`config.mk`:
```
export PLATFORM = sky130hd
export DESIGN_NAME = lwc_top
export DESIGN_NICKNAME = d
export VERILOG_FILES = /design/src/verilog/lwc_field.v /design/src/verilog/lwc_top.v
export VERILOG_INCLUDE_DIRS = /design/src /design/src/verilog
export SDC_FILE = /design/constraint.sdc
export NUM_CORES = 1
export LEC_CHECK = 0
export BUFFER_PORTS_ARGS = -buffer_cell sky130_fd_sc_hd__buf_2
export CORE_MARGIN = 2
export CORE_UTILIZATION = 45
export CTS_CLUSTER_DIAMETER = 120
export DETAILED_ROUTE_END_ITERATION = 10
export PLACE_DENSITY_LB_ADDON = 0.3
export SETUP_SLACK_MARGIN = 0.2
export SYNTH_ARGS = -nofsm -noshare
export SYNTH_HDL_FRONTEND = slang
export SYNTH_HIERARCHICAL = 1
export SYNTH_SLANG_ARGS = --single-unit
export TNS_END_PERCENT = 30
```
`constraint.sdc`:
```
create_clock -name clk_sys -period 7 [get_ports clk_sys]
set_input_delay 0.7 -clock clk_sys [delete_from_list [all_inputs] [get_ports clk_sys]]
set_output_delay 0.7 -clock clk_sys [all_outputs]
set_load 0.01 [all_outputs]
```
`src/verilog/lwc_regs.vh`:
```
// register map, field layout and encodings of the link width control block
`ifndef LWC_REGS_VH
`define LWC_REGS_VH
// byte offsets of the control word of each link, function 0 and function 4 copy
`define LWC_OFF_LINK0 8'h84
`define LWC_OFF_LINK1 8'hA4
`define LWC_OFF_LINK2 8'hC4
`define LWC_OFF_LINK3 8'hE4
// function select bit in the avalon word address space (function 4 copy)
`define LWC_FN4_BIT 8
// field positions
`define LWC_OUT_HI 30
`define LWC_OUT_LO 28
`define LWC_IN_HI 26
`define LWC_IN_LO 24
`define LWC_MAX_HI 22
`define LWC_MAX_LO 20
// width encodings
`define LWC_W16 3'h1
`define LWC_W8 3'h0
`define LWC_WNC 3'h7
// status word of own choosing: active outgoing widths per copy
`define LWC_OFF_STATUS 8'hFC
`define LWC_RD_ZERO 32'h0000_0000
`endif

```
`src/verilog/lwc_field.v`:
```
// one staged width field with write gating
`timescale 1ns/1ns
`include "lwc_regs.vh"
module lwc_field (
    // clock and reset
    input wire clk_sys,
    input wire rst_n,
    // cold reset seed and controls
    input wire cold_load,
    input wire [2:0] seed,
    input wire wr_en,
    input wire [2:0] wr_val,
    input wire lock,
    input wire ganged,
    input wire regroup,
    input wire apply,
    // values
    output reg [2:0] prog_ff,
    output reg [2:0] act_ff
);

// legality and gating of a software write
wire legal = (wr_val == `LWC_W16) || (wr_val == `LWC_W8) || (wr_val == `LWC_WNC);
// RL4: refuse regroup 16
wire no16 = regroup && !ganged && (wr_val == `LWC_W16);
wire [2:0] nxt_prog = cold_load ? seed :
                      (wr_en && legal && !lock && !no16) ? wr_val : prog_ff;

// programmed value and active width
always @(posedge clk_sys or negedge rst_n) begin
    if (!rst_n) begin
        prog_ff <= `LWC_WNC;
        act_ff <= `LWC_WNC;
    end else begin
        prog_ff <= nxt_prog;
        // RL6: staged until apply
        if (cold_load)
            act_ff <= seed;
        else if (apply)
            act_ff <= prog_ff;
    end
end

endmodule // lwc_field

```
`src/verilog/lwc_top.v`:
```
// link width control register bank with avalon-mm slave
//
// Chosen here: the Avalon-MM slave port.
`timescale 1ns/1ns
`include "lwc_regs.vh"

// Functional notes
// RL1: outgoing width bits 30:28 encode 16 as 001, 8 as 000, none as 111.
// RL2: incoming width bits 26:24 read-write with the same encoding.
// RL3: cold reset value of each width comes from negotiated partner widths.
// RL4: while regrouping, 16-bit writes refused unless the link is already ganged.
// RL5: link found disconnected at cold reset locks both width fields.
// RL6: written width takes effect only at warm reset or stop-pin disconnect.
// RL7: max outgoing width bits 22:20 read-only, 8 or 16 by processor version.
// RL8: unganged link reports an 8-bit maximum outgoing width.
// RL9: function 0 copy is whole link or sublink 0; function 4 is sublink 1.
// RL10: offset ranges 80-98, A0-B8, C0-D8, E0-F8 map to links 0 to 3; only offsets 84, A4, C4 and E4 are decoded, besides the status word at FC.
// RL11: registers of unsupported links read as reserved.
// RL12: reserved bits 31, 27, 23 and 19 read zero and ignore writes.
module lwc_top (
    // clock and resets
    input wire clk_sys,
    input wire rst_n,
    input wire cold_rst_done,
    input wire warm_rst,
    // link side
    input wire link_stop_pin,
    input wire [3:0] link_present,
    input wire [3:0] link_ganged,
    input wire [3:0] link_regroup,
    input wire [3:0] link_disc,
    input wire [3:0] partner16,
    input wire ver16,
    // avalon-mm slave
    input wire [8:0] avs_address,
    input wire avs_read,
    input wire avs_write,
    input wire [31:0] avs_writedata,
    input wire [3:0] avs_byteenable,
    output reg [31:0] avs_readdata,
    output reg avs_waitrequest,
    // active widths, eight copies of out and in
    output reg [23:0] act_out_ff,
    output reg [23:0] act_in_ff
);

//------------------------------------------------------------
// pin synchronisers
//------------------------------------------------------------
reg [2:0] stop_sync_ff;
reg [2:0] warm_sync_ff;
reg [2:0] cold_sync_ff;
reg stop_state_ff;
reg warm_state_ff;
reg cold_state_ff;
reg cold_done_ff;

// three stage sync, change counted when stages two and three agree
always @(posedge clk_sys or negedge rst_n) begin
    if (!rst_n) begin
        stop_sync_ff <= 3'h7;
        warm_sync_ff <= 3'h0;
        cold_sync_ff <= 3'h0;
        stop_state_ff <= 1'b1;
        warm_state_ff <= 1'b0;
        cold_state_ff <= 1'b0;
        cold_done_ff <= 1'b0;
    end else begin
        stop_sync_ff <= {stop_sync_ff[1:0], link_stop_pin};
        warm_sync_ff <= {warm_sync_ff[1:0], warm_rst};
        cold_sync_ff <= {cold_sync_ff[1:0], cold_rst_done};
        if (stop_sync_ff[1] == stop_sync_ff[2])
            stop_state_ff <= stop_sync_ff[2];
        if (warm_sync_ff[1] == warm_sync_ff[2])
            warm_state_ff <= warm_sync_ff[2];
        if (cold_sync_ff[1] == cold_sync_ff[2])
            cold_state_ff <= cold_sync_ff[2];
        cold_done_ff <= cold_state_ff;
    end
end

// one-cycle events derived from the filtered levels
wire cold_load = cold_state_ff && !cold_done_ff;
wire stop_rise = (stop_sync_ff[2] == stop_sync_ff[1]) && stop_sync_ff[2] && !stop_state_ff;
wire warm_fall = (warm_sync_ff[2] == warm_sync_ff[1]) && !warm_sync_ff[2] && warm_state_ff;
// RL6: warm reset end or disconnect sequence end
wire apply = stop_rise || warm_fall;

//------------------------------------------------------------
// address decode
//------------------------------------------------------------
wire [7:0] byte_off = {avs_address[5:0], 2'b00};
wire fn4 = avs_address[`LWC_FN4_BIT];
wire hit_status = (avs_address[7:0] == (`LWC_OFF_STATUS >> 2)) && !fn4;
reg [1:0] sel_link;
reg sel_hit;

// RL10: offset to link mapping
always @* begin
    sel_link = 2'h0;
    sel_hit = 1'b0;
    if (avs_address[7:6] == 2'h0) begin
        case (byte_off)
            `LWC_OFF_LINK0: begin
                sel_link = 2'h0;
                sel_hit = 1'b1;
            end
            `LWC_OFF_LINK1: begin
                sel_link = 2'h1;
                sel_hit = 1'b1;
            end
            `LWC_OFF_LINK2: begin
                sel_link = 2'h2;
                sel_hit = 1'b1;
            end
            `LWC_OFF_LINK3: begin
                sel_link = 2'h3;
                sel_hit = 1'b1;
            end
            default: begin
                sel_hit = 1'b0;
            end
        endcase
    end
end

// RL9: copy index, function 4 is sublink 1
wire [2:0] sel_copy = {fn4, sel_link};
// RL11: unsupported links are reserved
wire reg_hit = sel_hit && link_present[sel_link] && !(fn4 && link_ganged[sel_link]);
// high in the cycle in which waitrequest stands low
reg busy_ff;
// byte lane 3 carries both width fields; the write lands only where waitrequest is low
wire wr_ok = avs_write && busy_ff && reg_hit && avs_byteenable[3];

//------------------------------------------------------------
// width fields, one pair per copy
//------------------------------------------------------------
wire [23:0] prog_out;
wire [23:0] prog_in;
wire [23:0] act_out;
wire [23:0] act_in;

genvar gi;
generate
    for (gi = 0; gi < 8; gi = gi + 1) begin : g_copy
        // RL3: seed from partner widths
        wire [2:0] seed = !link_present[gi % 4] || link_disc[gi % 4] ? `LWC_WNC :
            ((gi < 4) && link_ganged[gi % 4] && partner16[gi % 4] && ver16) ?
            `LWC_W16 : `LWC_W8;
        wire we = wr_ok && (sel_copy == gi);
        // RL5: disconnected links lock
        wire lock = link_disc[gi % 4];
        // RL1: outgoing width field
        lwc_field u_out (
            .clk_sys(clk_sys),
            .rst_n(rst_n),
            .cold_load(cold_load),
            .seed(seed),
            .wr_en(we),
            .wr_val(avs_writedata[`LWC_OUT_HI:`LWC_OUT_LO]),
            .lock(lock),
            .ganged(link_ganged[gi % 4]),
            .regroup(link_regroup[gi % 4]),
            .apply(apply),
            .prog_ff(prog_out[3 * gi + 2:3 * gi]),
            .act_ff(act_out[3 * gi + 2:3 * gi])
        );
        // RL2: incoming width field
        lwc_field u_in (
            .clk_sys(clk_sys),
            .rst_n(rst_n),
            .cold_load(cold_load),
            .seed(seed),
            .wr_en(we),
            .wr_val(avs_writedata[`LWC_IN_HI:`LWC_IN_LO]),
            .lock(lock),
            .ganged(link_ganged[gi % 4]),
            .regroup(link_regroup[gi % 4]),
            .apply(apply),
            .prog_ff(prog_in[3 * gi + 2:3 * gi]),
            .act_ff(act_in[3 * gi + 2:3 * gi])
        );
    end
endgenerate

//------------------------------------------------------------
// read mux
//------------------------------------------------------------
reg [31:0] rd_val;
reg [2:0] max_out;

// RL7: max width by version
// RL8: unganged reports 8 bits
// RL12: reserved bits read zero
always @* begin
    max_out = (ver16 && link_ganged[sel_link]) ? `LWC_W16 : `LWC_W8;
    rd_val = `LWC_RD_ZERO;
    if (reg_hit) begin
        rd_val[`LWC_OUT_HI:`LWC_OUT_LO] = prog_out[3 * sel_copy +: 3];
        rd_val[`LWC_IN_HI:`LWC_IN_LO] = prog_in[3 * sel_copy +: 3];
        rd_val[`LWC_MAX_HI:`LWC_MAX_LO] = max_out;
    end else if (hit_status) begin
        rd_val[23:0] = act_out;
    end
end

//------------------------------------------------------------
// bus handshake: one wait cycle for every request
//------------------------------------------------------------
// waitrequest high in the request cycle, low in the next
always @(posedge clk_sys or negedge rst_n) begin
    if (!rst_n) begin
        busy_ff <= 1'b0;
        avs_waitrequest <= 1'b1;
        avs_readdata <= `LWC_RD_ZERO;
    end else begin
        busy_ff <= (avs_read || avs_write) && !busy_ff;
        avs_waitrequest <= !((avs_read || avs_write) && !busy_ff);
        if (avs_read && !busy_ff)
            avs_readdata <= rd_val;
    end
end

// registered copies of the active widths
always @(posedge clk_sys or negedge rst_n) begin
    if (!rst_n) begin
        act_out_ff <= {8{`LWC_WNC}};
        act_in_ff <= {8{`LWC_WNC}};
    end else begin
        act_out_ff <= act_out;
        act_in_ff <= act_in;
    end
end

endmodule // lwc_top

```
==> out/qor.txt <==
status: finished clean
Synth Area in Compound Gates: 18.1%
Critical Path RT: 7.35 ns
number of antenna violations at the first check in global routing: 2
CTS tree: done
pins over their slew limit: 0
clk buf depth: 2
post-cts hold buffer count: 0
TritonCTS Buffers: 17
post-CTS sizing: 0
Clock Sinks: 189
final setup vio count: 0
final hold vios: 0
core area: 19500 sq um
Clk pin slew, worst setup/hold paths: 0.08 ns
Period Utilization, post-route: 43.9%
fmax: 326 MHz
critical path class: input port to flop
Die Wd: 145 um
pwr dens: 291 nW/um^2
total die area: 21000 sq um
Post-CTS Setup Bufs: 0
layout cells sized above 1: 39.6%
footprint of the multi-input gates: 3940 sq um
Initial DRT Pass Iterations: 5
Logic pwr share: 17.3%
mux share of post-synthesis cell area: 2.00%
setup TNS: 0 ns
critical path's slowest cell: or4_4
Routed WL: 20900 um
Adder-Cell Fraction of Synth Area: 0.391%
first-pass GRT wire length: 34300 um
grt ovf: 0
fin nets: 1017
vias in the first global route: 6336
via count: 6550
clk_skew: 0.0102 ns
fin util: 53.8%
wire per inst: 17.1 um
asr flop ratio synth: 100%
Starting Density: 46.0%
Post-synth EDFFs: 0
Post-Syn Instances: 809
fill cell count: 1684
RSZ-0062 raised after global routing: no
Total GRT Usage: 20.5%
initial DRC count: 533
ys flop type: dfstp_2
Max stage delay on crit path: 0.56 ns
Tightest Pin Transition: 1.00 ns
Post-DP HPWL: 14100 um
Reg area: 4920 sq um
H-tree depth: 4
Synth Area in XOR/XNOR: 0%
sequential power share: 51.2%
leakage: 4.50 nW
post-synthesis simple-gate area fraction: 23.2%
PortBufs: 122
# IOs: 154
yosys warns: 6
GP Congestion: 0.837
worst vdd ir: 0.182 mV
sw power: 0.897 mW
Arr. time, crit path: 3.42 ns
die height: 145 um
CP Max Fanout: 19
Synth area leader: dfstp_2
most frequent cell after synthesis: dfstp_2
CP Launch Type: input port
relative slew slack: 33.1%
Int Pwr: 2.16 mW
worst skew pair latency: 0.44 ns
Post-DRT Antenna Nets: 0
CTS Root Cell: clkbuf_16
Synth top area share: 43.7%
DR vias/cell: 5.36
internal reg-to-reg setup slack: 4.73 ns
pin count of the biggest net entering global routing: 111
Clock power frac: 31.5%
area grow syn2layout: 17.0%
Sw Ratio: 29.4%
kind of end point of the critical path: flop
drt drc: 0
Yosys cell types: 49
final worst path period need: 3.07 ns
most frequent cells after synthesis: dfstp_2, nor2b_1, nor2_1, a21oi_1, nand2_1
mapped cell area: 8950 sq um
Cell Chain, Critical Path: buf_2 -> nand2b_1 -> o2bb2ai_1 -> o2bb2ai_4 -> or3b_4 -> nor2_2 -> nand2b_1 -> or4_4 -> nand2_1 -> a21oi_1
top post-synthesis cells by area: dfstp_2, dfrtp_1, nor2b_1
Site Rows: 51
Hold WC Path Type: flop to flop
Yosys reg bits: 189
sequential area share after synthesis: 54.9%
average cell area after synthesis: 11.1 sq um
Most common cell on crit path: nand2b_1
Max Cap Violations: 0
largest family of logic cells by synthesized area: simple AND/OR/NAND/NOR gates
[layout by cell type, fill, tap and decap left out, types with 7 or more instances in the layout]
| cell type | instances |
|---|---|
| buf_2 | 121 |
| and2b_2 | 16 |
| o21bai_1 | 16 |
| nand2b_1 | 27 |
| nor2_1 | 77 |
| nand2_1 | 63 |
| dfrtp_1 | 40 |
| a211oi_1 | 48 |
| a21oi_1 | 73 |
| a21boi_2 | 16 |
| a31oi_1 | 16 |
| inv_1 | 8 |
| mux2i_1 | 10 |
| a22o_1 | 26 |
| or4_4 | 16 |
| nor2b_1 | 114 |
| clkbuf_16 | 17 |
| inv_8 | 7 |
| and4bb_1 | 16 |
| dfstp_2 | 149 |
[final timing paths]
| kind | from | cells after the start | end |
|---|---|---|---|
| worst max-delay path | avs_address[3] | 10 | g_copy[4].u_out/prog_ff[2] |
| worst min-delay path | cold_sync_ff[0] | 0 | cold_sync_ff[1] |
| worst max register to register | cold_state_ff | 4 | g_copy[3].u_in/prog_ff[1] |
| worst min register to register | cold_sync_ff[0] | 0 | cold_sync_ff[1] |
| max in group asynchronous | rst_n | 2 | avs_readdata[28] |
| min in group asynchronous | rst_n | 1 | avs_readdata[6] |
[stage by stage]
stage / area [sq um] / total power [mW] / hold slack, ns / std cells / setup slack, ns
after floorplan: 8960 / 1.90 / 0.331 / 810 / 0.747
after global placement: 9880 / 2.10 / 0.335 / 1188 / 3.58
after detailed placement: 9880 / 2.11 / 0.337 / 1188 / 3.53
after CTS: 10500 / 3.09 / 0.340 / 1220 / 3.99
after global routing: 10500 / 3.22 / 0.334 / 1220 / 3.82
final: 10500 / 3.05 / 0.352 / 1222 / 3.93
[worst max-delay path: cells and delay by family]
kind,cells,cell delay [ns]
AND/OR/NAND/NOR,6,1.62
AO/OA/AOI/OAI,3,0.63
buffers and inverters,1,0.44
[sequential cells by signal, summed over array words and instances (netlist names), 3 cells and up]
name                  count
g_copy.u_out/act_ff      24
act_in_ff                24
cold_sync_ff              3
g_copy.u_out/prog_ff     24
avs_readdata             30
act_out_ff               24
g_copy.u_in/act_ff       24
stop_sync_ff              3
warm_sync_ff              3
g_copy.u_in/prog_ff      24
[power groups by stage]
stage          Combinational (mW)  Clock (mW)  Sequential [mW]
3_3_place_gp                0.521           0             1.58
3_5_place_dp                0.529           0             1.58
5_1_grt                     0.588        1.03             1.60
2_1_floorplan               0.311           0             1.59
6_report                    0.530       0.961             1.56
4_1_cts                     0.534       0.984             1.57
[cell families after synthesis]
kind of cell / count (synthesis)
adders and majority gates: 3
AOI/OAI and AO/OA: 228
DFF: 189
and+or+nand+nor: 349
buffers and inverters: 23
muxes: 16
other: 1
[cell type report]
class                           instances  share of cell area [%]
Sequential cell                       189                    46.9
Tap cell                              265                    3.16
Antenna cell                            2                  0.0478
Inverter                                8                   0.287
Clock buffer                           17                    4.06
Timing Repair Buffer                  128                    6.32
Multi-Input combinational cell        598                    37.6
Clock inverter                         15                    1.56
[layer usage]
metal / share of wire, % / track usage, %
met5: 0 / 0
met4: 2.9 / 8.28
met3: 4.2 / 3.87
met2: 46 / 31.1
met1: 47 / 29.0
No activity file was read; power rests on OpenSTA's default activity.
